$ cat config.mk
export PLATFORM = sky130hd
export DESIGN_NAME = ntpc_clock
export DESIGN_NICKNAME = d
export VERILOG_FILES = /design/src/rtl/ntpc_clock.v
export VERILOG_INCLUDE_DIRS = /design/src /design/src/pkg
export SDC_FILE = /design/constraint.sdc
export NUM_CORES = 2
export LEC_CHECK = 0
export BUFFER_PORTS_ARGS = -buffer_cell sky130_fd_sc_hd__buf_2
export CORE_MARGIN = 5
export CORE_UTILIZATION = 50
export DETAILED_ROUTE_END_ITERATION = 8
export GPL_TIMING_DRIVEN = 0
export PLACE_DENSITY = 0.67
export SYNTH_ARGS = -nofsm -noshare
export SYNTH_HDL_FRONTEND = slang
export SYNTH_SLANG_ARGS = --single-unit
$ cat constraint.sdc
create_clock -name aclk -period 12.2 [get_ports aclk]
set_input_delay 1.22 -clock aclk [delete_from_list [all_inputs] [get_ports aclk]]
set_output_delay 1.22 -clock aclk [all_outputs]
set_load 0.1 [all_outputs]
$ cat src/pkg/ntpc_defines.vh
// Constants of the disciplined timestamp clock: offsets, fields, resets, timing.
// Assumes a single 125 MHz clock and a 32-bit AXI4-Lite register bus.
`ifndef NTPC_DEFINES_VH
`define NTPC_DEFINES_VH
// Register byte offsets
`define NTPC_CTRL_OFF       8'h00
`define NTPC_SERVER_IP_OFF  8'h04
`define NTPC_CLIENT_IP_OFF  8'h08
`define NTPC_MAX_LOG_OFF    8'h0c
`define NTPC_STATUS_OFF     8'h10
`define NTPC_TIME_SEC_OFF   8'h14
`define NTPC_TIME_FRAC_OFF  8'h18
`define NTPC_OFFSET_OFF     8'h1c
// Fields
`define NTPC_CTRL_EN_BIT    0
`define NTPC_ST_CFG_OK_BIT  0
`define NTPC_ST_SET_BIT     1
`define NTPC_ST_SYNC_BIT    2
// Reset values
`define NTPC_CTRL_RST       32'h0000_0000
`define NTPC_IP_RST         32'h0000_0000
`define NTPC_MAX_LOG_RST    4'h9
// Timing
`define NTPC_CLK_HZ         125000000
`define NTPC_CLK_NS         8
`define NTPC_RETRY_S        1
`define NTPC_SEC_CYCLES     (`NTPC_RETRY_S * `NTPC_CLK_HZ)
`define NTPC_MIN_LOG        4'h4
`define NTPC_MAX_LOG        4'h9
`define NTPC_BURST_LEN      4'h8
// Offset limits in microseconds and in 2^-32 s units
`define NTPC_UP_LIMIT_US    100
`define NTPC_DOWN_LIMIT_US  50
`define NTPC_UP_LIMIT  ((48'd4294967296 * `NTPC_UP_LIMIT_US) / 48'd1000000)
`define NTPC_DOWN_LIMIT ((48'd4294967296 * `NTPC_DOWN_LIMIT_US) / 48'd1000000)
// Nominal increment per cycle, 2^-64 s units
`define NTPC_NOM_INC   ({1'b1, 64'h0} / 65'd125000000)
// FILETIME: 100 ns units since 1601, NTP seconds since 1900
`define NTPC_FT_UNIT_NS     100
`define NTPC_FT_PER_S       (64'd1000000000 / `NTPC_FT_UNIT_NS)
`define NTPC_EPOCH_S        64'd9435484800
`endif

$ cat src/rtl/ntpc_clock.v
// NTP-disciplined time-of-day counter with FILETIME frame stamps.
// Assumes a network engine that performs exchanges and reports offset and delay.
//
// The register addresses and the AXI4-Lite interface to the registers are this design's own decisions.
`timescale 1ns/1ps
`include "ntpc_defines.vh"
module ntpc_clock #(
  parameter SEC_CYCLES = `NTPC_SEC_CYCLES
) (
  // Clock and reset
  input  wire        aclk,
  input  wire        aresetn,
  // AXI4-Lite write
  input  wire [7:0]  s_axi_awaddr,
  input  wire        s_axi_awvalid,
  output reg         s_axi_awready,
  input  wire [31:0] s_axi_wdata,
  input  wire [3:0]  s_axi_wstrb,
  input  wire        s_axi_wvalid,
  output reg         s_axi_wready,
  output reg  [1:0]  s_axi_bresp,
  output reg         s_axi_bvalid,
  input  wire        s_axi_bready,
  // AXI4-Lite read
  input  wire [7:0]  s_axi_araddr,
  input  wire        s_axi_arvalid,
  output reg         s_axi_arready,
  output reg  [31:0] s_axi_rdata,
  output reg  [1:0]  s_axi_rresp,
  output reg         s_axi_rvalid,
  input  wire        s_axi_rready,
  // Network engine settings
  output reg  [31:0] server_ip,
  output reg  [31:0] client_ip,
  // Initial time request
  output reg         init_req,
  input  wire        init_done,
  input  wire        init_fail,
  input  wire [63:0] init_time,
  // Exchange request and result
  output reg         exch_req,
  input  wire        exch_done,
  input  wire        exch_fail,
  input  wire [47:0] exch_offset,
  input  wire [31:0] exch_rtt,
  // Frame stamp
  input  wire        frame_strobe,
  output reg  [31:0] stamp_word,
  output reg         stamp_word_valid,
  output reg         stamp_high_word
);
  localparam [7:0] ST_IDLE  = 8'h01;
  localparam [7:0] ST_INIT  = 8'h02;
  localparam [7:0] ST_IWAIT = 8'h04;
  localparam [7:0] ST_RETRY = 8'h08;
  localparam [7:0] ST_PER   = 8'h10;
  localparam [7:0] ST_EXCH  = 8'h20;
  localparam [7:0] ST_EWAIT = 8'h40;
  localparam [7:0] ST_ADJ   = 8'h80;
  localparam [64:0] NOM_INC = `NTPC_NOM_INC;
  localparam [47:0] UP_LIM  = `NTPC_UP_LIMIT;
  localparam [47:0] DN_LIM  = `NTPC_DOWN_LIMIT;

  reg         [31:0] ctrl;
  reg         [3:0]  max_log;
  reg         [7:0]  state;
  reg         [95:0] tod;
  reg                time_set;
  reg         [31:0] sec_div;
  reg         [9:0]  sec_cnt;
  reg         [3:0]  plog;
  reg         [3:0]  burst_cnt;
  reg         [31:0] best_rtt;
  reg  signed [47:0] best_off;
  reg                best_ok;
  reg  signed [47:0] filt;
  reg  signed [47:0] drift;
  reg  signed [47:0] adj;
  reg         [63:0] stamp_cap;
  reg                stamp_busy;
  reg         [7:0]  aw_addr;
  reg                aw_have;
  reg         [31:0] w_data;
  reg         [3:0]  w_strb;
  reg                w_have;
  reg         [63:0] rd_time;

  wire        cfg_ok = (server_ip != 32'h0) && (client_ip != 32'h0) && (server_ip != client_ip)
                       && (max_log >= `NTPC_MIN_LOG) && (max_log <= `NTPC_MAX_LOG);
  wire        run    = ctrl[`NTPC_CTRL_EN_BIT];
  wire        sec_tick = (sec_div == SEC_CYCLES - 1);
  wire [47:0] abs_off = best_off[47] ? (48'h0 - best_off) : best_off;
  wire [3:0]  lim_log = (max_log > `NTPC_MAX_LOG) ? `NTPC_MAX_LOG : max_log;
  wire signed [47:0] next_filt = filt + ((best_off - filt) >>> 3);
  wire signed [47:0] next_adj  = (next_filt <<< 5) >>> plog;
  wire [64:0] inc_sum = NOM_INC + {{17{drift[47]}}, drift} + {{17{adj[47]}}, adj};
  wire [63:0] ft_sec  = ({32'h0, stamp_cap[63:32]} + `NTPC_EPOCH_S) * `NTPC_FT_PER_S;
  wire [63:0] ft_prod = {32'h0, stamp_cap[31:0]} * `NTPC_FT_PER_S;
  wire [63:0] filetime = ft_sec + {32'h0, ft_prod[63:32]};

  // Clock counter: rate steered, value loaded only once
  always @(posedge aclk) begin
    if (!aresetn) begin
      tod      <= 96'h0;
      time_set <= 1'b0;
    end else if (state == ST_IWAIT && init_done && !time_set) begin
      tod      <= {init_time, 32'h0};
      time_set <= 1'b1;
    end else if (time_set) begin
      tod <= tod + {31'h0, inc_sum};
    end
  end

  // Sync sequencer
  always @(posedge aclk) begin
    if (!aresetn) begin
      state     <= ST_IDLE;
      sec_div   <= 32'h0;
      sec_cnt   <= 10'h0;
      plog      <= `NTPC_MIN_LOG;
      burst_cnt <= 4'h0;
      best_rtt  <= 32'hffff_ffff;
      best_off  <= 48'h0;
      best_ok   <= 1'b0;
      filt      <= 48'h0;
      drift     <= 48'h0;
      adj       <= 48'h0;
      init_req  <= 1'b0;
      exch_req  <= 1'b0;
    end else begin
      init_req <= 1'b0;
      exch_req <= 1'b0;
      sec_div  <= sec_tick ? 32'h0 : sec_div + 32'h1;
      if (sec_tick) begin
        sec_cnt <= sec_cnt + 10'h1;
      end
      case (state)
        ST_IDLE: begin
          if (run && cfg_ok) begin
            state    <= time_set ? ST_PER : ST_INIT;
            sec_div  <= 32'h0;
            sec_cnt  <= 10'h0;
          end
        end
        ST_INIT: begin
          init_req <= 1'b1;
          state    <= ST_IWAIT;
        end
        ST_IWAIT: begin
          if (init_done) begin
            state   <= ST_PER;
            sec_div <= 32'h0;
            sec_cnt <= 10'h0;
          end else if (init_fail) begin
            state   <= ST_RETRY;
            sec_div <= 32'h0;
          end
        end
        ST_RETRY: begin
          if (sec_tick) begin
            state <= ST_INIT;
          end
        end
        ST_PER: begin
          if (!run || !cfg_ok) begin
            state <= ST_IDLE;
          end else if (sec_cnt >= (10'h1 << plog)) begin
            state     <= ST_EXCH;
            burst_cnt <= 4'h0;
            best_rtt  <= 32'hffff_ffff;
            best_ok   <= 1'b0;
          end
        end
        ST_EXCH: begin
          exch_req <= 1'b1;
          state    <= ST_EWAIT;
        end
        ST_EWAIT: begin
          if (exch_done || exch_fail) begin
            if (exch_done && exch_rtt < best_rtt) begin
              best_rtt <= exch_rtt;
              best_off <= exch_offset;
              best_ok  <= 1'b1;
            end
            burst_cnt <= burst_cnt + 4'h1;
            state <= (burst_cnt == `NTPC_BURST_LEN - 4'h1) ? ST_ADJ : ST_EXCH;
          end
        end
        ST_ADJ: begin
          if (best_ok) begin
            filt  <= next_filt;
            adj   <= next_adj;
            drift <= drift + (next_adj >>> 4);
            if (abs_off > DN_LIM) begin
              plog <= `NTPC_MIN_LOG;
            end else if (abs_off < UP_LIM || plog >= lim_log) begin
              plog <= (plog >= lim_log) ? lim_log : plog + 4'h1;
            end
          end
          state   <= ST_PER;
          sec_div <= 32'h0;
          sec_cnt <= 10'h0;
        end
        default: state <= ST_IDLE;
      endcase
    end
  end

  // Frame stamp: low word then high word
  always @(posedge aclk) begin
    if (!aresetn) begin
      stamp_cap        <= 64'h0;
      stamp_busy       <= 1'b0;
      stamp_word       <= 32'h0;
      stamp_word_valid <= 1'b0;
      stamp_high_word  <= 1'b0;
    end else begin
      stamp_word_valid <= 1'b0;
      stamp_high_word  <= 1'b0;
      if (!stamp_busy && frame_strobe) begin
        stamp_cap  <= tod[95:32];
        stamp_busy <= 1'b1;
      end else if (stamp_busy && !stamp_word_valid) begin
        stamp_word       <= filetime[31:0];
        stamp_word_valid <= 1'b1;
      end else if (stamp_busy) begin
        stamp_word       <= filetime[63:32];
        stamp_word_valid <= 1'b1;
        stamp_high_word  <= 1'b1;
        stamp_busy       <= 1'b0;
      end
    end
  end

  // AXI4-Lite write side
  always @(posedge aclk) begin
    if (!aresetn) begin
      s_axi_awready <= 1'b0;
      s_axi_wready  <= 1'b0;
      s_axi_bvalid  <= 1'b0;
      s_axi_bresp   <= 2'b00;
      aw_have       <= 1'b0;
      w_have        <= 1'b0;
      aw_addr       <= 8'h0;
      w_data        <= 32'h0;
      w_strb        <= 4'h0;
      ctrl          <= `NTPC_CTRL_RST;
      server_ip     <= `NTPC_IP_RST;
      client_ip     <= `NTPC_IP_RST;
      max_log       <= `NTPC_MAX_LOG_RST;
    end else begin
      s_axi_awready <= s_axi_awvalid && !s_axi_awready && !aw_have && !s_axi_bvalid;
      s_axi_wready  <= s_axi_wvalid && !s_axi_wready && !w_have && !s_axi_bvalid;
      if (s_axi_awvalid && s_axi_awready) begin
        aw_addr <= s_axi_awaddr;
        aw_have <= 1'b1;
      end
      if (s_axi_wvalid && s_axi_wready) begin
        w_data <= s_axi_wdata;
        w_strb <= s_axi_wstrb;
        w_have <= 1'b1;
      end
      if (s_axi_bvalid && s_axi_bready) begin
        s_axi_bvalid <= 1'b0;
      end
      if (aw_have && w_have && !s_axi_bvalid) begin
        aw_have      <= 1'b0;
        w_have       <= 1'b0;
        s_axi_bvalid <= 1'b1;
        s_axi_bresp  <= 2'b00;
        case ({aw_addr[7:2], 2'b00})
          `NTPC_CTRL_OFF: if (w_strb[0]) ctrl[7:0] <= w_data[7:0];
          `NTPC_SERVER_IP_OFF: server_ip <= w_strb[3] ? w_data : server_ip;
          `NTPC_CLIENT_IP_OFF: client_ip <= w_strb[3] ? w_data : client_ip;
          `NTPC_MAX_LOG_OFF: if (w_strb[0]) max_log <= w_data[3:0];
          `NTPC_STATUS_OFF, `NTPC_TIME_SEC_OFF, `NTPC_TIME_FRAC_OFF,
          `NTPC_OFFSET_OFF: s_axi_bresp <= 2'b00;
          default: s_axi_bresp <= 2'b10;
        endcase
      end
    end
  end

  // AXI4-Lite read side
  always @(posedge aclk) begin
    if (!aresetn) begin
      s_axi_arready <= 1'b0;
      s_axi_rvalid  <= 1'b0;
      s_axi_rdata   <= 32'h0;
      s_axi_rresp   <= 2'b00;
      rd_time       <= 64'h0;
    end else begin
      s_axi_arready <= s_axi_arvalid && !s_axi_arready && !s_axi_rvalid;
      if (s_axi_rvalid && s_axi_rready) begin
        s_axi_rvalid <= 1'b0;
      end
      if (s_axi_arvalid && s_axi_arready) begin
        s_axi_rvalid <= 1'b1;
        s_axi_rresp  <= 2'b00;
        case ({s_axi_araddr[7:2], 2'b00})
          `NTPC_CTRL_OFF:      s_axi_rdata <= ctrl;
          `NTPC_SERVER_IP_OFF: s_axi_rdata <= server_ip;
          `NTPC_CLIENT_IP_OFF: s_axi_rdata <= client_ip;
          `NTPC_MAX_LOG_OFF:   s_axi_rdata <= {28'h0, max_log};
          `NTPC_STATUS_OFF:    s_axi_rdata <= {20'h0, plog, 5'h0,
                                               (state == ST_PER), time_set, cfg_ok};
          `NTPC_TIME_SEC_OFF: begin
            s_axi_rdata <= tod[95:64];
            rd_time     <= tod[95:32];
          end
          `NTPC_TIME_FRAC_OFF: s_axi_rdata <= rd_time[31:0];
          `NTPC_OFFSET_OFF:    s_axi_rdata <= best_off[31:0];
          default: begin
            s_axi_rdata <= 32'h0;
            s_axi_rresp <= 2'b10;
          end
        endcase
      end
    end
  end
endmodule // ntpc_clock

==> flow_summary.ini <==
[drt]
dr.pass1.iters = 9
drc_errors = 3
vias = 61603
via_per_inst = 5.896
wire_per_inst_microns = 22.94
drt_iter0_markers = 5187
antenna_left = 0
wl_mm = 239.7

[placed_design]
pre_cts_slack_ns = 1.679
dpl_cell_area_sq_um = 69980
dp_hpwl_mm = 198.7
gp_congestion = 1.013
io_buffers = 336

[synth]
synthSimpleGateAreaFrac_pct = 16.32
synth_top_family_by_area = adder cells
avgSynthCellArea_sq_um = 8.062
synth_ff_type = dfxtp_1
synth_compound_area_share_pct = 18.69
synth_cell_types = 102
ys_warn_count = 0
yosys.area_share.xor_xnor_pct = 5.766
syn_area_sq_um = 66070
synth-seq-cells = 669
synth_mux_area_share_pct = 4.757
synth-edff-count = 0
synthCells = 8196
yosysSeqAreaShare_pct = 20.27
synth_fa_ha_area_share_pct = 26.94
async_flop_share_pct = 0

[timing]
period_needed_ns = 10.63
fmax_mhz = 94.05
fin_setup_tns_ns = 0
finalSetupViolCount = 0
fin_crit_sh_pct = 87.15
finClkSkew_ns = 0.03586
slew-limit-headroom_pct = -5.178
final-hold-violation-count = 0
hold_ws_ns = 0.4555
drv_slew = 22
worst_pin_slew_ns = 1.578
setup_ws_ns = 1.568
rsz0062_at_grt = no

[clocking]
cts_num_sinks = 669
cts_made_buffers = 82
clk_latency_ns = 0.70
cts_tree = yes
cts_setup_buffers = 0
clk_path_buf_depth = 3
h-tree-depth = 3
cts_resized = 0
path_clk_slew_ns = 0.06
holdBufCountCts = 0
cts_root_buffer = clkbuf_16

[grt]
grt_pass1_vias = 60609
antenna_found_initial = 17
grtUsageTotal_pct = 33.14
grt-ovfl-total = 0
grt_max_degree = 17
grt_pass1_wl_mm = 362.0

[floorplan]
die_width_microns = 373.5
placementRows = 133
core_area_sq_um = 131500
ios = 349
start_util_pct = 50.26
die_area_sq_um = 139500
die_h_microns = 373.5

[worst_setup_path]
cp_data_required_time_ns = 12.81
cp_max_fo = 8
slowest_delay_ns = 0.62
arrival_ns = 11.24
r2r_cells = 36
startpoint_type = flip-flop
path_class = flip-flop to flip-flop
endpoint_kind = flip-flop
crit_slowest_cell = nor4b_1

[layout]
final_cell_area_sq_um = 72930
fin_nets = 10046
area_delta_synth_final_pct = 10.38
layout_common_cells = 993 x nand2_1, 919 x inv_1, 874 x ha_1, 810 x a21oi_1, 669 x dfxtp_1
final_common_cell = nand2_1
drive_gt1_share_pct = 7.320

[pwr]
peakVddDrop_mv = 0.09546
powerDensity_nw_per_um2 = 71.17
power_leakage_nw = 34.57
power_mw = 5.190

[run_status]
status = finished with violations
violations = design-rule violations, max-capacitance violations, max-slew violations

[min_path]
min_path_type = flip-flop to flip-flop
min_path_cells = 2

[job]
drv_cap = 2
where the power goes:
part           total (mW)  switching, mW  internal, mW
Clock                2.66           1.08          1.58
Sequential           2.22         0.0183          2.20
Combinational       0.312          0.243        0.0690
Total                5.19           1.34          3.85
worst max-delay path: cells and delay by family (launching register included):
kind	cells	cell delay, ns
AOI/OAI and AO/OA	11	2.37
DFF	1	0.35
buffers and inverters	5	0.43
and+or+nand+nor	10	3.14
adders and majority gates	8	3.31
xor gates and xnor gates	2	0.92
synthesized netlist by cell type (all sizes together), types with 188 or more instances:
cell type  instances  area [sq um]
a21o             199          1494
a21oi            811          4063
clkbuf           295          1109
dfxtp            669         13390
fa               343          6867
ha               874         10940
inv              921          3457
mux2i            188          1882
nand2            993          3727
nor2             574          2157
o21ai            318          1592
xnor2            287          2514
cell families after synthesis:
logic type               count (synthesis)
AO/OA/AOI/OAI                         1980
buffers and inverters                 1268
multiplexers                           276
other                                    1
flip-flops                             669
XOR/XNOR                               435
adder cells (fa/ha/maj)               1217
AND/OR/NAND/NOR                       2350
layout make-up:
type / count / area, sq um
Antenna cell: 6 / 15.01
Sequential cell: 669 / 13390
Multi-Input combinational cell: 6260 / 47900
Fill cell: 12505 / 58540
Buffer: 346 / 1330
Clock inverter: 39 / 529.3
Clock buffer: 112 / 2367
Tap cell: 1755 / 2196
Inverter: 922 / 3461
Timing Repair Buffer: 340 / 1738
through the flow:
stage | cells | util (%)
3_5_place_dp | 10290 | 53.24
4_1_cts | 10441 | 55.44
5_1_grt | 10445 | 55.47
6_report | 10449 | 55.47
3_3_place_gp | 10288 | 53.21
2_1_floorplan | 8197 | -
layer usage:
layer	wire length (microns)	GRT usage, %	share of wire (%)	vias to the layer above
met1	99010	42.23	41	29460
li1	-	-	-	29195
met5	8	0	0.0033	-
met3	17300	5.428	7.2	594
met2	108700	54.50	45	2352
met4	14600	16.58	6.1	2
flip-flops by register name (all words and copies together) (netlist names), 2 cells and up:
signal,count
adj,47
aw_addr,6
best_off,48
best_rtt,32
burst_cnt,4
client_ip,32
ctrl,8
drift,48
filt,48
max_log,4
plog,4
rd_time,32
s_axi_rdata,32
sec_cnt,10
sec_div,32
server_ip,32
stamp_cap,64
stamp_word,32
state,8
tod,96
w_data,32
w_strb,2
path summary, 6_finish.rpt:
| check | from | to | slack [ns] |
|---|---|---|---|
| hold / removal | aw_addr[7]$_SDFFE_PN0P_ | aw_addr[7]$_SDFFE_PN0P_ | 0.46 |
| hold reg to reg | aw_addr[7]$_SDFFE_PN0P_ | aw_addr[7]$_SDFFE_PN0P_ | 0.46 |
| setup / recovery | stamp_cap[39]$_SDFFE_PN0P_ | stamp_word[22]$_SDFFE_PN0P_ | 1.57 |
| setup reg to reg | stamp_cap[39]$_SDFFE_PN0P_ | stamp_word[22]$_SDFFE_PN0P_ | 1.57 |
Power figures use the tool's default switching activity.
